[src/verilog/ctc_pkg.sv]
// Shared constants and types for the cassette transfer control block
package ctc_pkg;
   // Register indices and byte addresses (byte address is four times index)
   localparam logic [7:0] CTC_IDX_STAT     = 8'h0D;
   localparam logic [7:0] CTC_IDX_CMD      = 8'h0E;
   localparam logic [9:0] CTC_ADDR_STAT    = {CTC_IDX_STAT, 2'b00};
   localparam logic [9:0] CTC_ADDR_CMD     = {CTC_IDX_CMD, 2'b00};
   localparam logic [9:0] CTC_ADDR_IRQ_ST  = 10'h040;
   localparam logic [9:0] CTC_ADDR_IRQ_EN  = 10'h044;
   localparam logic [9:0] CTC_ADDR_IRQ_CLR = 10'h048;
   // Command word fields
   localparam int         CTC_CB_TO        = 0;
   localparam int         CTC_CB_FROM      = 1;
   localparam int         CTC_CB_CMP       = 2;
   localparam int         CTC_CB_DIFF      = 3;
   localparam int         CTC_CB_ERR_LO    = 12;
   // Error vector positions, bit 12 upward
   localparam int         CTC_E_PGM        = 0;
   localparam int         CTC_E_WP         = 1;
   localparam int         CTC_E_CAP        = 2;
   localparam int         CTC_E_NOPRG      = 3;
   // Status word fields
   localparam int         CTC_SB_WP        = 2;
   localparam int         CTC_SB_TYPE_LO   = 4;
   // Cassette type codes
   localparam logic [3:0] CTC_CT_NONE      = 4'h0;
   localparam logic [3:0] CTC_CT_EE4K      = 4'h1;
   localparam logic [3:0] CTC_CT_EE8K      = 4'h2;
   localparam logic [3:0] CTC_CT_FL16K     = 4'h3;
   localparam logic [3:0] CTC_CT_EPROM     = 4'h4;
   // Word counts; program length fits 15 bits
   localparam int          CTC_LW          = 15;
   localparam logic [14:0] CTC_CAP_EE4K    = 15'h1000;
   localparam logic [14:0] CTC_CAP_EE8K    = 15'h2000;
   localparam logic [14:0] CTC_CAP_FL16K   = 15'h4000;
   // Interrupt events
   localparam int         CTC_IRQ_N        = 2;
   localparam int         CTC_EV_DONE      = 0;
   localparam int         CTC_EV_REFUSE    = 1;
   localparam logic [31:0] CTC_RST_WORD    = 32'h0000_0000;

   typedef enum logic [1:0] {OP_TO, OP_FROM, OP_CMP} ctc_op_t;
   typedef enum logic [3:0] {
      S_IDLE, S_CHECK, S_UM_RD, S_UM_LAT, S_CAS_REQ, S_CAS_REL, S_UM_WR, S_NEXT, S_FINISH
   } ctc_state_t;
endpackage

[src/verilog/ctc_sync.sv]
// Two-stage synchroniser for cassette pin inputs
`timescale 1ns/10ps
module ctc_sync #(
   parameter int W = 1
) (
   // Clock and control
   input  wire logic         clk,
   input  wire logic         rst,
   input  wire logic         ce,
   // Data
   input  wire logic [W-1:0] d,
   output logic      [W-1:0] q
);
   typedef struct packed {
      logic [W-1:0] s1;
      logic [W-1:0] s2;
   } ctc_sync_st_t;

   ctc_sync_st_t st_r;
   ctc_sync_st_t st_nxt;

   // First stage feeds only the second stage
   always_comb begin
      st_nxt    = st_r;
      st_nxt.s1 = d;
      st_nxt.s2 = st_r.s1;
   end

   always_ff @(posedge clk or posedge rst) begin
      if (rst) begin
         st_r <= '0;
      end else if (ce) begin
         st_r <= st_nxt;
      end
   end

   assign q = st_r.s2;
endmodule

[src/verilog/ctc_irq.sv]
// Sticky interrupt status with enable and write-one-to-clear
`timescale 1ns/10ps
module ctc_irq #(
   parameter int N = 2
) (
   // Clock and control
   input  wire logic         clk,
   input  wire logic         rst,
   input  wire logic         ce,
   // Events and register writes
   input  wire logic [N-1:0] ev,
   input  wire logic         en_we,
   input  wire logic         clr_we,
   input  wire logic [N-1:0] wdata,
   // State
   output logic      [N-1:0] status,
   output logic      [N-1:0] enable,
   output logic              irq
);
   typedef struct packed {
      logic [N-1:0] stat;
      logic [N-1:0] en;
   } ctc_irq_st_t;

   ctc_irq_st_t st_r;
   ctc_irq_st_t st_nxt;

   // New event beats a clear in the same cycle
   always_comb begin
      st_nxt = st_r;
      if (clr_we) begin
         st_nxt.stat = st_r.stat & ~wdata;
      end
      st_nxt.stat = st_nxt.stat | ev;
      if (en_we) begin
         st_nxt.en = wdata;
      end
   end

   always_ff @(posedge clk or posedge rst) begin
      if (rst) begin
         st_r <= '0;
      end else if (ce) begin
         st_r <= st_nxt;
      end
   end

   assign status = st_r.stat;
   assign enable = st_r.en;
   assign irq    = |(st_r.stat & st_r.en);
endmodule

[src/verilog/ctc_top.sv]
// Cassette transfer control: APB registers, command sequencer, cassette handshake
//
// The implementer's own choice: the APB register port.
`timescale 1ns/10ps
module ctc_top
   import ctc_pkg::*;
#(
   parameter int          DW          = 16,
   parameter int          AW          = 14,
   parameter int          PAW         = 12,
   parameter logic [14:0] UM_WORDS    = 15'h4000,
   parameter logic [14:0] EPROM_WORDS = 15'h4000
) (
   // Clock, reset, enable
   input  wire logic              clk,
   input  wire logic              rst,
   input  wire logic              ce,
   // APB slave
   input  wire logic              psel,
   input  wire logic              penable,
   input  wire logic              pwrite,
   input  wire logic [PAW-1:0]    paddr,
   input  wire logic [31:0]       pwdata,
   output logic                   pready,
   output logic      [31:0]       prdata,
   output logic                   pslverr,
   // Interrupt
   output logic                   irq,
   // Controller state, same clock
   input  wire logic              prog_mode,
   input  wire logic [CTC_LW-1:0] prog_len,
   // Internal program memory, one cycle read latency
   output logic      [AW-1:0]     um_addr,
   output logic      [DW-1:0]     um_wdata,
   output logic                   um_we,
   input  wire logic [DW-1:0]     um_rdata,
   // Cassette pins
   input  wire logic [3:0]        cas_type,
   input  wire logic              cas_wp_sw,
   input  wire logic [CTC_LW-1:0] cas_len,
   input  wire logic              cas_ack,
   input  wire logic [DW-1:0]     cas_rdata,
   output logic      [AW-1:0]     cas_addr,
   output logic      [DW-1:0]     cas_wdata,
   output logic                   cas_we,
   output logic                   cas_re,
   // Activity
   output logic                   busy
);
   localparam int SW = 4 + 1 + CTC_LW + 1 + DW;

   typedef struct packed {
      ctc_state_t        state;
      ctc_op_t           op;
      logic [2:0]        cmd;
      logic              diff;
      logic [3:0]        err;
      logic [CTC_LW-1:0] idx;
      logic [CTC_LW-1:0] len;
      logic [DW-1:0]     data;
      logic              um_we;
      logic              cas_we;
      logic              cas_re;
      logic [31:0]       prdata;
      logic              pslverr;
   } ctc_st_t;

   ctc_st_t            st_r;
   ctc_st_t            st_nxt;
   logic [SW-1:0]      sync_q;
   logic [3:0]         type_s;
   logic               wp_sw_s;
   logic [CTC_LW-1:0]  cas_len_s;
   logic               ack_s;
   logic [DW-1:0]      rdata_s;
   logic               wp_flag;
   logic               setup;
   logic               wr_acc;
   logic [2:0]         cmd_set;
   logic [2:0]         cmd_clr;
   logic [3:0]         err_chk;
   logic [31:0]        rd_mux;
   logic               mapped;
   logic [CTC_LW-1:0]  idx_inc;
   logic [1:0]         irq_st;
   logic [1:0]         irq_en;
   logic [1:0]         irq_ev;
   logic [15:0]        stat_word;
   logic [15:0]        cmd_word;

   // Destination capacity of a cassette type
   function automatic logic [CTC_LW-1:0] cap_of(input logic [3:0] t);
      case (t)
         CTC_CT_EE4K:  cap_of = CTC_CAP_EE4K;
         CTC_CT_EE8K:  cap_of = CTC_CAP_EE8K;
         CTC_CT_FL16K: cap_of = CTC_CAP_FL16K;
         CTC_CT_EPROM: cap_of = EPROM_WORDS;
         default:      cap_of = '0;
      endcase
   endfunction

   ////////////////////////////////////////////////////////////////////////////
   // Cassette pins come from outside the clock domain
   ctc_sync #(
      .W (SW)
   ) u_sync (
      .clk (clk),
      .rst (rst),
      .ce  (ce),
      .d   ({cas_type, cas_wp_sw, cas_len, cas_ack, cas_rdata}),
      .q   (sync_q)
   );

   // Length and read data are quasi-static whenever they are sampled
   assign {type_s, wp_sw_s, cas_len_s, ack_s, rdata_s} = sync_q;

   // EPROM is protected whatever the switch says
   assign wp_flag = (type_s == CTC_CT_EPROM) ||
                    (wp_sw_s && (type_s == CTC_CT_EE4K || type_s == CTC_CT_EE8K ||
                                 type_s == CTC_CT_FL16K));

   ////////////////////////////////////////////////////////////////////////////
   // APB decode; zero wait states, read data latched in setup
   assign setup   = psel && !penable;
   assign pready  = psel && penable && ce;
   assign wr_acc  = pready && pwrite;
   assign idx_inc = CTC_LW'(st_r.idx + 1'b1);

   // Register images
   always_comb begin
      stat_word                                = '0;
      stat_word[CTC_SB_TYPE_LO +: 4]           = type_s;
      stat_word[CTC_SB_WP]                     = wp_flag;
      cmd_word                                 = '0;
      cmd_word[2:0]                            = st_r.cmd;
      cmd_word[CTC_CB_DIFF]                    = st_r.diff;
      cmd_word[CTC_CB_ERR_LO +: 4]             = st_r.err;
   end

   // Read mux; unmapped addresses answer with an error
   always_comb begin
      rd_mux = CTC_RST_WORD;
      mapped = 1'b1;
      if (paddr == PAW'(CTC_ADDR_STAT)) begin
         rd_mux = {16'h0000, stat_word};
      end else if (paddr == PAW'(CTC_ADDR_CMD)) begin
         rd_mux = {16'h0000, cmd_word};
      end else if (paddr == PAW'(CTC_ADDR_IRQ_ST)) begin
         rd_mux = {30'h0000_0000, irq_st};
      end else if (paddr == PAW'(CTC_ADDR_IRQ_EN)) begin
         rd_mux = {30'h0000_0000, irq_en};
      end else if (paddr != PAW'(CTC_ADDR_IRQ_CLR)) begin
         mapped = 1'b0;
      end
   end

   ////////////////////////////////////////////////////////////////////////////
   // Sequencer and register file next state
   always_comb begin
      st_nxt  = st_r;
      cmd_set = '0;
      cmd_clr = '0;
      err_chk = '0;
      // Command bits are set-only from software
      if (wr_acc && paddr == PAW'(CTC_ADDR_CMD)) begin
         cmd_set = pwdata[2:0];
      end
      if (setup) begin
         st_nxt.prdata  = rd_mux;
         st_nxt.pslverr = !mapped;
      end
      case (st_r.state)
         S_IDLE: begin
            // One command at a time, lowest bit first
            if (|st_r.cmd) begin
               if (st_r.cmd[CTC_CB_TO]) begin
                  st_nxt.op = OP_TO;
               end else if (st_r.cmd[CTC_CB_FROM]) begin
                  st_nxt.op = OP_FROM;
               end else begin
                  st_nxt.op = OP_CMP;
               end
               st_nxt.diff  = 1'b0;
               st_nxt.err   = '0;
               st_nxt.state = S_CHECK;
            end
         end
         S_CHECK: begin
            // Refusal checks, editing mode first
            if (st_r.op != OP_CMP && prog_mode) begin
               err_chk[CTC_E_PGM] = 1'b1;
            end else if (st_r.op == OP_TO && wp_flag) begin
               err_chk[CTC_E_WP] = 1'b1;
            end else if (st_r.op == OP_TO && prog_len > cap_of(type_s)) begin
               err_chk[CTC_E_CAP] = 1'b1;
            end else if (st_r.op == OP_FROM && cas_len_s == '0) begin
               err_chk[CTC_E_NOPRG] = 1'b1;
            end else if (st_r.op == OP_FROM && cas_len_s > UM_WORDS) begin
               err_chk[CTC_E_CAP] = 1'b1;
            end
            st_nxt.idx = '0;
            if (|err_chk) begin
               st_nxt.err   = err_chk;
               st_nxt.state = S_FINISH;
            end else if (st_r.op == OP_CMP && (type_s == CTC_CT_NONE ||
                         cas_len_s == '0 || cas_len_s != prog_len)) begin
               // Compare impossible or lengths differ
               st_nxt.diff  = 1'b1;
               st_nxt.state = S_FINISH;
            end else begin
               st_nxt.len = (st_r.op == OP_TO) ? prog_len : cas_len_s;
               if (st_nxt.len == '0) begin
                  st_nxt.state = S_FINISH;
               end else if (st_r.op == OP_FROM) begin
                  st_nxt.state = S_CAS_REQ;
               end else begin
                  st_nxt.state = S_UM_RD;
               end
            end
         end
         S_UM_RD: begin
            // Memory samples the address this cycle
            st_nxt.state = S_UM_LAT;
         end
         S_UM_LAT: begin
            st_nxt.data  = um_rdata;
            st_nxt.state = S_CAS_REQ;
         end
         S_CAS_REQ: begin
            // Four-phase handshake survives the synchroniser delay
            if (ack_s) begin
               if (st_r.op == OP_FROM) begin
                  st_nxt.data = rdata_s;
               end else if (st_r.op == OP_CMP && rdata_s != st_r.data) begin
                  st_nxt.diff = 1'b1;
               end
               st_nxt.state = S_CAS_REL;
            end
         end
         S_CAS_REL: begin
            if (!ack_s) begin
               st_nxt.state = (st_r.op == OP_FROM) ? S_UM_WR : S_NEXT;
            end
         end
         S_UM_WR: begin
            st_nxt.state = S_NEXT;
         end
         S_NEXT: begin
            st_nxt.idx = idx_inc;
            if (idx_inc == st_r.len) begin
               st_nxt.state = S_FINISH;
            end else if (st_r.op == OP_FROM) begin
               st_nxt.state = S_CAS_REQ;
            end else begin
               st_nxt.state = S_UM_RD;
            end
         end
         S_FINISH: begin
            cmd_clr[st_r.op] = 1'b1;
            st_nxt.state     = S_IDLE;
         end
         default: begin
            st_nxt.state = S_IDLE;
         end
      endcase
      // A new request beats the completion clear
      st_nxt.cmd    = (st_r.cmd & ~cmd_clr) | cmd_set;
      st_nxt.um_we  = (st_nxt.state == S_UM_WR);
      st_nxt.cas_we = (st_nxt.state == S_CAS_REQ) && (st_nxt.op == OP_TO);
      st_nxt.cas_re = (st_nxt.state == S_CAS_REQ) && (st_nxt.op != OP_TO);
   end

   // State register, frozen while ce is low
   always_ff @(posedge clk or posedge rst) begin
      if (rst) begin
         st_r       <= '0;
         st_r.state <= S_IDLE;
         st_r.op    <= OP_TO;
      end else if (ce) begin
         st_r <= st_nxt;
      end
   end

   ////////////////////////////////////////////////////////////////////////////
   // Interrupts: completion and refusal
   assign irq_ev[CTC_EV_DONE]   = ce && (st_r.state == S_FINISH);
   assign irq_ev[CTC_EV_REFUSE] = ce && (st_r.state == S_CHECK) && (|err_chk);

   ctc_irq #(
      .N (CTC_IRQ_N)
   ) u_irq (
      .clk    (clk),
      .rst    (rst),
      .ce     (ce),
      .ev     (irq_ev),
      .en_we  (wr_acc && paddr == PAW'(CTC_ADDR_IRQ_EN)),
      .clr_we (wr_acc && paddr == PAW'(CTC_ADDR_IRQ_CLR)),
      .wdata  (pwdata[1:0]),
      .status (irq_st),
      .enable (irq_en),
      .irq    (irq)
   );

   // Outputs straight from flops, except pslverr gated by pready and busy decoded from state
   assign prdata    = st_r.prdata;
   assign pslverr   = st_r.pslverr && pready;
   assign um_addr   = st_r.idx[AW-1:0];
   assign cas_addr  = st_r.idx[AW-1:0];
   assign um_wdata  = st_r.data;
   assign cas_wdata = st_r.data;
   assign um_we     = st_r.um_we;
   assign cas_we    = st_r.cas_we;
   assign cas_re    = st_r.cas_re;
   assign busy      = (st_r.state != S_IDLE);
endmodule

[config.mk]
export PLATFORM = sky130hd
export DESIGN_NAME = ctc_top
export DESIGN_NICKNAME = d
export VERILOG_FILES = /design/src/verilog/ctc_pkg.sv /design/src/verilog/ctc_sync.sv /design/src/verilog/ctc_irq.sv /design/src/verilog/ctc_top.sv
export SDC_FILE = /design/constraint.sdc
export NUM_CORES = 1
export LEC_CHECK = 0
export BUFFER_PORTS_ARGS = -buffer_cell sky130_fd_sc_hd__buf_2
export CAP_MARGIN = 20
export CORE_AREA = 2 2 157 159
export DETAILED_ROUTE_END_ITERATION = 12
export DIE_AREA = 0 0 159 161
export PLACE_DENSITY = 0.64
export SYNTH_ARGS = -nofsm -noshare
export SYNTH_HDL_FRONTEND = slang
export SYNTH_SLANG_ARGS = --single-unit
[constraint.sdc]
create_clock -name clk -period 5 [get_ports clk]
set_input_delay 0.25 -clock clk [delete_from_list [all_inputs] [get_ports clk]]
set_output_delay 0.25 -clock clk [all_outputs]
set_load 0.05 [all_outputs]
After elaboration in Yosys (flattened, before gate mapping)
Index checks and enable logic that the tools add are counted.

Input bits: 119. Word-level logic and storage cells: 175. Flip-flop bits (word level): 174. Output and inout port bits: 99.

Reduce and logical (&&, ||, !) cells: 53. Equality and inequality tests: 34. $lt $le $gt $ge: 4. Bitwise gates (word level): 9. Muxes and demuxes: 57. Add/sub/neg operators: 1.

Operators with widths (count): 16-bit 2-to-1 mux (4); 15-bit 2-to-1 mux (4); 15-bit case mux with 3 select lines (1); 12-bit by 7-bit == test with 1-bit output (second input constant) (3); 4-bit 2-to-1 mux (8); 16-bit case mux with 2 select lines (1); 4-bit case mux with 8 select lines (1); 15-bit zero test (2); 15-bit case mux with 2 select lines (1); 4-bit by 3-bit == test with 1-bit output (second input constant) (7); 12-bit by 6-bit == test with 1-bit output (second input constant) (2); 1-bit logical AND (22); 1-bit 2-to-1 mux (20); 4-bit by 2-bit == test with 1-bit output (second input constant) (4); 16-bit inequality test (1); 2-bit inequality test (second input constant) (8); 15-bit by 1-bit adder with 15-bit output (second input constant) (1); 15-bit == test (1); 15-bit > comparator (1); 15-bit > comparator (second input constant) (1); 3-bit 2-to-1 mux (5); 15-bit inequality test (1); 2-bit 2-to-1 mux (7); 12-bit by 7-bit inequality test with 1-bit output (second input constant) (1); other kinds (32) (51).

Depth between registers and ports, before layout
Depth in word-level cells: 20. Depth in mapped cells: 12. Depth with buffers taken out: 11.

Cells and area by module
A second synthesis with hierarchy kept.

Cell total of the unflattened synthesis: 847. Area total of the unflattened synthesis: 8837.2 µm².

By module, submodules not included: ctc_top (cells each 677, sequential area each 1901.8 µm², times used 1, area each 5667.9 µm²); ctc_sync (cells each 157, sequential area each 1851.8 µm², times used 1, area each 2997.9 µm²); ctc_irq (cells each 13, sequential area each 100.1 µm², times used 1, area each 171.4 µm²).

Worst setup path before layout
OpenSTA, ideal clock, no wires.

Path kind: reg-to-reg. From: reg st_r (netlist bit cas_addr[0]). To: reg st_r (netlist bit cas_re). Arrival: 2.419 ns. Data required time: 4.897 ns. Slack: 2.478 ns. Path buffers: 0. Stages on the path, launching flop included: 9. Library setup time: 0.103 ns. Clock period less this slack: 2.522 ns. Cell sequence: dfrtp_1 ha_1 nor2b_1 or3_1 a31o_1 a2111oi_2 o2111ai_2 a31o_1 o41ai_2.

Longest elaborated chain between the ends: 6.

RTL lines: from (decl) (RTL line ctc_top.sv:68) `ctc_st_t st_r;`; from (signal assigned) (RTL line ctc_top.sv:280) `st_r <= st_nxt;`; 15-bit by 1-bit adder with 15-bit output (RTL line ctc_top.sv:127) `assign idx_inc = CTC_LW'(st_r.idx + 1'b1);`; 15-bit == test (RTL line ctc_top.sv:250) `if (idx_inc == st_r.len) begin`; 4-bit 2-to-1 mux (RTL line ctc_top.sv:250); 4-bit case mux with 8 select lines (RTL line ctc_top.sv:172) `case (st_r.state)`; 4-bit by 3-bit == test with 1-bit output (RTL line ctc_top.sv:270) `st_nxt.cas_re = (st_nxt.state == S_CAS_REQ) && (st_nxt.op != OP_TO);`; 1-bit logical AND (RTL line ctc_top.sv:270).

Every way passes these cells. A chain may end at the register's enable or synchronous reset.

Worst setup path after layout
From: reg u_sync.st_r (netlist bit u_sync.q[34]). To: reg st_r[55] (netlist name).

Longest elaborated chain between the ends: 15. Elaborated cells between the ends (all ways): 30. Those cells by class: 1 x order compare; 4 x eq/ne; 10 x mux; 2 x bitwise; 13 x reduce/logical.

RTL lines: from (decl) (RTL line ctc_sync.sv:19) `ctc_sync_st_t st_r;`; from (signal assigned) (RTL line ctc_sync.sv:33) `st_r <= st_nxt;`; 4-bit by 3-bit == test with 1-bit output / 4-bit by 2-bit == test with 1-bit output (equally long branches) (RTL line ctc_top.sv:93, ctc_top.sv:118, ctc_top.sv:120); 2-bit OR reduction (no line); 15-bit case mux with 3 select lines (RTL line ctc_top.sv:93) `case (t)`; 15-bit 2-to-1 mux (RTL line ctc_top.sv:192) `end else if (st_r.op == OP_TO && wp_flag) begin`; 15-bit 2-to-1 mux (RTL line ctc_top.sv:190) `if (st_r.op != OP_CMP && prog_mode) begin`; 15-bit 2-to-1 mux (RTL line ctc_top.sv:172); 15-bit > comparator (RTL line ctc_top.sv:194) `end else if (st_r.op == OP_TO && prog_len > cap_of(type_s)) begin`; 1-bit logical AND (RTL line ctc_top.sv:194); 1-bit 2-to-1 mux (RTL line ctc_top.sv:194); 2-bit 2-to-1 mux (RTL line ctc_top.sv:192); 3-bit 2-to-1 mux (RTL line ctc_top.sv:190); 3-bit 2-to-1 mux (RTL line ctc_top.sv:172); 4-bit OR reduction (RTL line ctc_top.sv:202) `if (|err_chk) begin`; 1-bit inverter (no line); 4-bit AND reduction (no line) *.

Mark *: on every way between the ends. The rest lies on a longest branch, timed or not. The select of a mux whose other input is x is not followed.

==> results by stage <==
Global routing:
- The total overflow left after global routing is 0.
- The first global-routing pass estimated about 32 mm of wire.
- The initial antenna violation count came to 6.
- The global routing usage summed across all routing layers is 0.155.
- The via count of the first global-routing pass is about 6000.
- Entering global routing, the biggest net connects 78 pins.

Critical path:
- STA puts the critical path data required time at 5.31 ns.
- The setup slack of the most critical reg-to-reg path is 1.54 ns.
- The kind of end point of the critical path is a flop.
- The highest cell delay on the worst timing path is 0.89 ns.
- The slowest stage cell on the critical path is sky130_fd_sc_hd__nand4_1.
- Together, buffers and inverters on the worst path number 0.
- The critical path crosses 10 cells after its start point.
- The arrival time of the worst setup path is ~3.8 ns.
- STA classifies the critical path startpoint as a flop.
- The startpoint identified for the worst register-to-register timing path is u_sync.q[34].
- Along the worst path, the maximum fanout reaches 30.
- The endpoint identified for the worst register-to-register timing path is st_r[55].
- The termination of the worst setup path is st_r[55].
- Walking the worst path, the cells encountered are nor2_1 -> nand2_1 -> o21ai_0 -> nand2b_1 -> ha_1 -> and3_1 -> nand4_1 -> a32oi_1 -> nand4_1 -> o21ai_0.
- The largest delay contributor family on the critical path is simple AND/OR/NAND/NOR gates.
- The number of cells on the worst reg-to-reg path is 10.
- The critical setup path kind is reg2reg.
- The most critical setup path has its startpoint at u_sync.q[34].

Timing:
- The shortest clock period the worst path allows after layout is 3.46 ns.
- The number of failing hold endpoints at the final stage is 0.
- The final max-slew violation count is 0.
- The setup violation total in the final timing report is 0.
- The peak clock frequency supported by timing is 289 MHz.
- The clock arrives with 0.0112 ns of skew.
- The headroom to the max-slew limit is 0.337.
- The slack of the critical path is 1.54 ns.
- For the pin with the worst max-slew slack, the measured transition is between 0.9 and 1 ns.
- The final total negative setup slack is 0 ns.
- Setup repair after global routing left no endpoint under its margin.
- The share of the clock period used by the worst path is 0.693.

Yosys:
- The Yosys step of the flow raised 0 warnings.
- The top cell type's share of synthesized area is 0.456.
- The sequential element share of the synthesized area is 0.456.
- The top flip-flop cell by instance count after synthesis is sky130_fd_sc_hd__dfrtp_1.
- The synthesized netlist occupies a cell area of 0.00845 sq mm.
- In this run, synthesis inferred 0 flip-flops with an integrated enable.
- The synthesized netlist contains between 60 and 70 unique library cells.
- The mean post-synth cell area is a little over 10 sq um.
- In the post-synthesis netlist, the biggest area contributors are sky130_fd_sc_hd__dfrtp_1 (46%), sky130_fd_sc_hd__mux2_2 (11%), sky130_fd_sc_hd__buf_4 (8.2%).
- The synthesized instance count is 819.
- The synthesis-stage register bit count is 154.
- Of all flip-flops after synthesis, the portion carrying an async set or reset was 1.00.
- The cell taking the most area after synthesis is sky130_fd_sc_hd__dfrtp_1.

Min path:
- The kind of path behind the tightest hold check is in2reg.

Final layout:
- Of the cells placed in the final design, the portion with a size suffix greater than 1 is 0.330.
- The layout-stage area growth over the synthesis result is 14.3%.
- The number of nets at the end of the flow is just over 1000.
- The library cell used most frequently in the layout, excluding fill and tap cells, is sky130_fd_sc_hd__buf_2.
- The top cell types in the final layout, fill and taps aside, are sky130_fd_sc_hd__buf_2 (167), sky130_fd_sc_hd__dfrtp_1 (154), sky130_fd_sc_hd__mux2_2 (79).
- The number of non-filler instances in the completed layout is approximately 1200.

Detailed routing:
- The post-detailed-routing wire length is just under 20 mm.
- The initial detailed-routing violation count is 353.
- The count of unresolved DRC violations after routing is 0.
- The length of the first detailed-routing pass in iterations is 5.
- The detailed-route vias per instance is 4.91.
- The routed layout has 6128 vias.
- The mean routed wirelength per cell is 15.4 um.
- The number of nets with antenna violations after detailed routing is 0.

Clock tree:
- The TritonCTS clock tree is yes.
- The source-to-sink clock delay at the later pin of the worst-skew pair is 0.42 ns.
- The clock sink total is roughly 150.
- After clock tree synthesis, the repair step resized 0 gates.
- The longest clock path from root to sink contains 2 buffers.
- The root buffer cell chosen for the clock tree is sky130_fd_sc_hd__clkbuf_16.
- The clock buffer count from CTS is 17.
- The clock edge transition at the registers on the reported setup and hold paths is 0.07 ns.
- The count of H-tree levels built during CTS is 4.

Power:
- The leakage component of the power is roughly 4.4 nW.
- The power per unit of standard cell area is 492 mW/mm^2.
- The overall power consumption is about 4.8 mW.
- Across the VDD grid, the largest voltage drop is 0.540 mV.

Place:
- The number of placed cells counting well taps is 1209.
- The HPWL after detailed placement is 14.2 mm.
- The final weighted congestion of routability-driven global placement is 0.910.
- Prior to clock tree synthesis, the placed netlist has a worst setup slack of 1.57 ns.
- In this run the tool buffered the top-level ports with 168 buffer cells.

Die:
- The die covers 0.0256 sq mm.
- The initial cell density of the core is 0.353.
- The number of core rows is 57.
- 218 I/O pins were placed.
- The die span in x is ~160 um.
- The die is 161 um tall.
- The total area inside the core boundary comes to 0.0240 sq mm.

Run status:
- The run finished with clean final reports.

Run:
- The max-capacitance violation count is 0.
==> report_power, final <==
part	total [mW]	switching (mW)	internal, mW
Sequential	1.74	0.265	1.48
Combinational	1.63	1.10	0.537
Clock	1.37	0.566	0.808
==> synthesized netlist by cell type, drive strengths merged (6+ instances only) <==
cell type  instances
clkbuf            23
nor4              15
and3               8
buf              105
nor2              48
mux2              79
a21oi             30
nand2             73
nand3              7
xor2              26
nor2b              9
xnor2             27
o21ai             58
dfrtp            154
a22o               6
nand4             14
inv               13
o31ai              6
nor3              13
mux2i             33
==> repair_timing <==
item	4_1_cts	5_1_grt
hold buffers	1	0
buffers inserted	0	0
endpoints found under the hold margin	49	0
==> worst min-delay path by stage <==
stage	start	endpoint	slack, ns	cells after the start
after detailed placement	rst	u_sync.st_nxt[13]	0.32	2
after floorplan	pwdata[0]	cmd_word[0]	0.39	1
after global routing	cas_wp_sw	u_sync.st_nxt[32]	0.03	2
after CTS	cas_rdata[2]	u_sync.st_nxt[2]	0.03	2
after global placement	rst	u_sync.st_nxt[13]	0.32	2
final	cas_rdata[5]	u_sync.st_nxt[5]	0.05	2
==> worst reg2reg max path, cell delays in order, from the launching register on <==
cell and delay (ns):
sky130_fd_sc_hd__dfrtp_1 0.44, sky130_fd_sc_hd__nor2_1 0.25, sky130_fd_sc_hd__nand2_1 0.08, sky130_fd_sc_hd__o21ai_0 0.08
sky130_fd_sc_hd__nand2b_1 0.08, sky130_fd_sc_hd__ha_1 0.31, sky130_fd_sc_hd__and3_1 0.16, sky130_fd_sc_hd__nand4_1 0.08
sky130_fd_sc_hd__a32oi_1 0.52, sky130_fd_sc_hd__nand4_1 0.89, sky130_fd_sc_hd__o21ai_0 0.47
==> cells by family after synthesis <==
family	synth area share
mux	0.144
simple gates	0.127
compound gates	0.107
buf+inv	0.105
fa+ha+maj	0.00592
xor+xnor	0.0549
other cells	0.000444
flops	0.456
==> per-stage QoR <==
step | hold slack [ns] | util | instance area (sq um)
2_1_floorplan | 0.390 | - | 8530
3_3_place_gp | 0.322 | 0.376 | 9010
3_5_place_dp | 0.319 | 0.376 | 9010
4_1_cts | 0.0334 | 0.403 | 9650
5_1_grt | 0.0345 | 0.403 | 9650
6_report | 0.0529 | 0.403 | 9670
==> routing by layer <==
| layer | up-vias | track usage | routed length [um] |
|---|---|---|---|
| li1 | 2964 | - | - |
| met1 | 2934 | 0.202 | 8530 |
| met2 | 201 | 0.248 | 8940 |
| met3 | 27 | 0.0496 | 1420 |
| met4 | 2 | 0.0438 | 303 |
| met5 | - | 0 | 13 |
==> layout make-up <==
| cell class | instances | area (sq um) |
|---|---|---|
| clock buffers | 17 | 425 |
| well taps | 324 | 405 |
| repair buffers | 176 | 906 |
| inverters | 14 | 57.6 |
| clock inverters | 15 | 203 |
| flip-flops and latches | 154 | 3850 |
| fillers | 2358 | 14300 |
| multi-input cells | 542 | 3800 |
| diodes | 6 | 15.0 |
==> flip-flops by register name, summed over array words and instances (netlist names) <==
signal,flops
cas_we,1
u_irq.status,2
um_we,1
u_sync.st_nxt,37
st_r,23
cmd_word,8
cas_addr,14
u_irq.enable,2
cas_wdata,16
u_sync.q,37
prdata,12
cas_re,1
No activity file was read; power rests on OpenSTA's default activity.
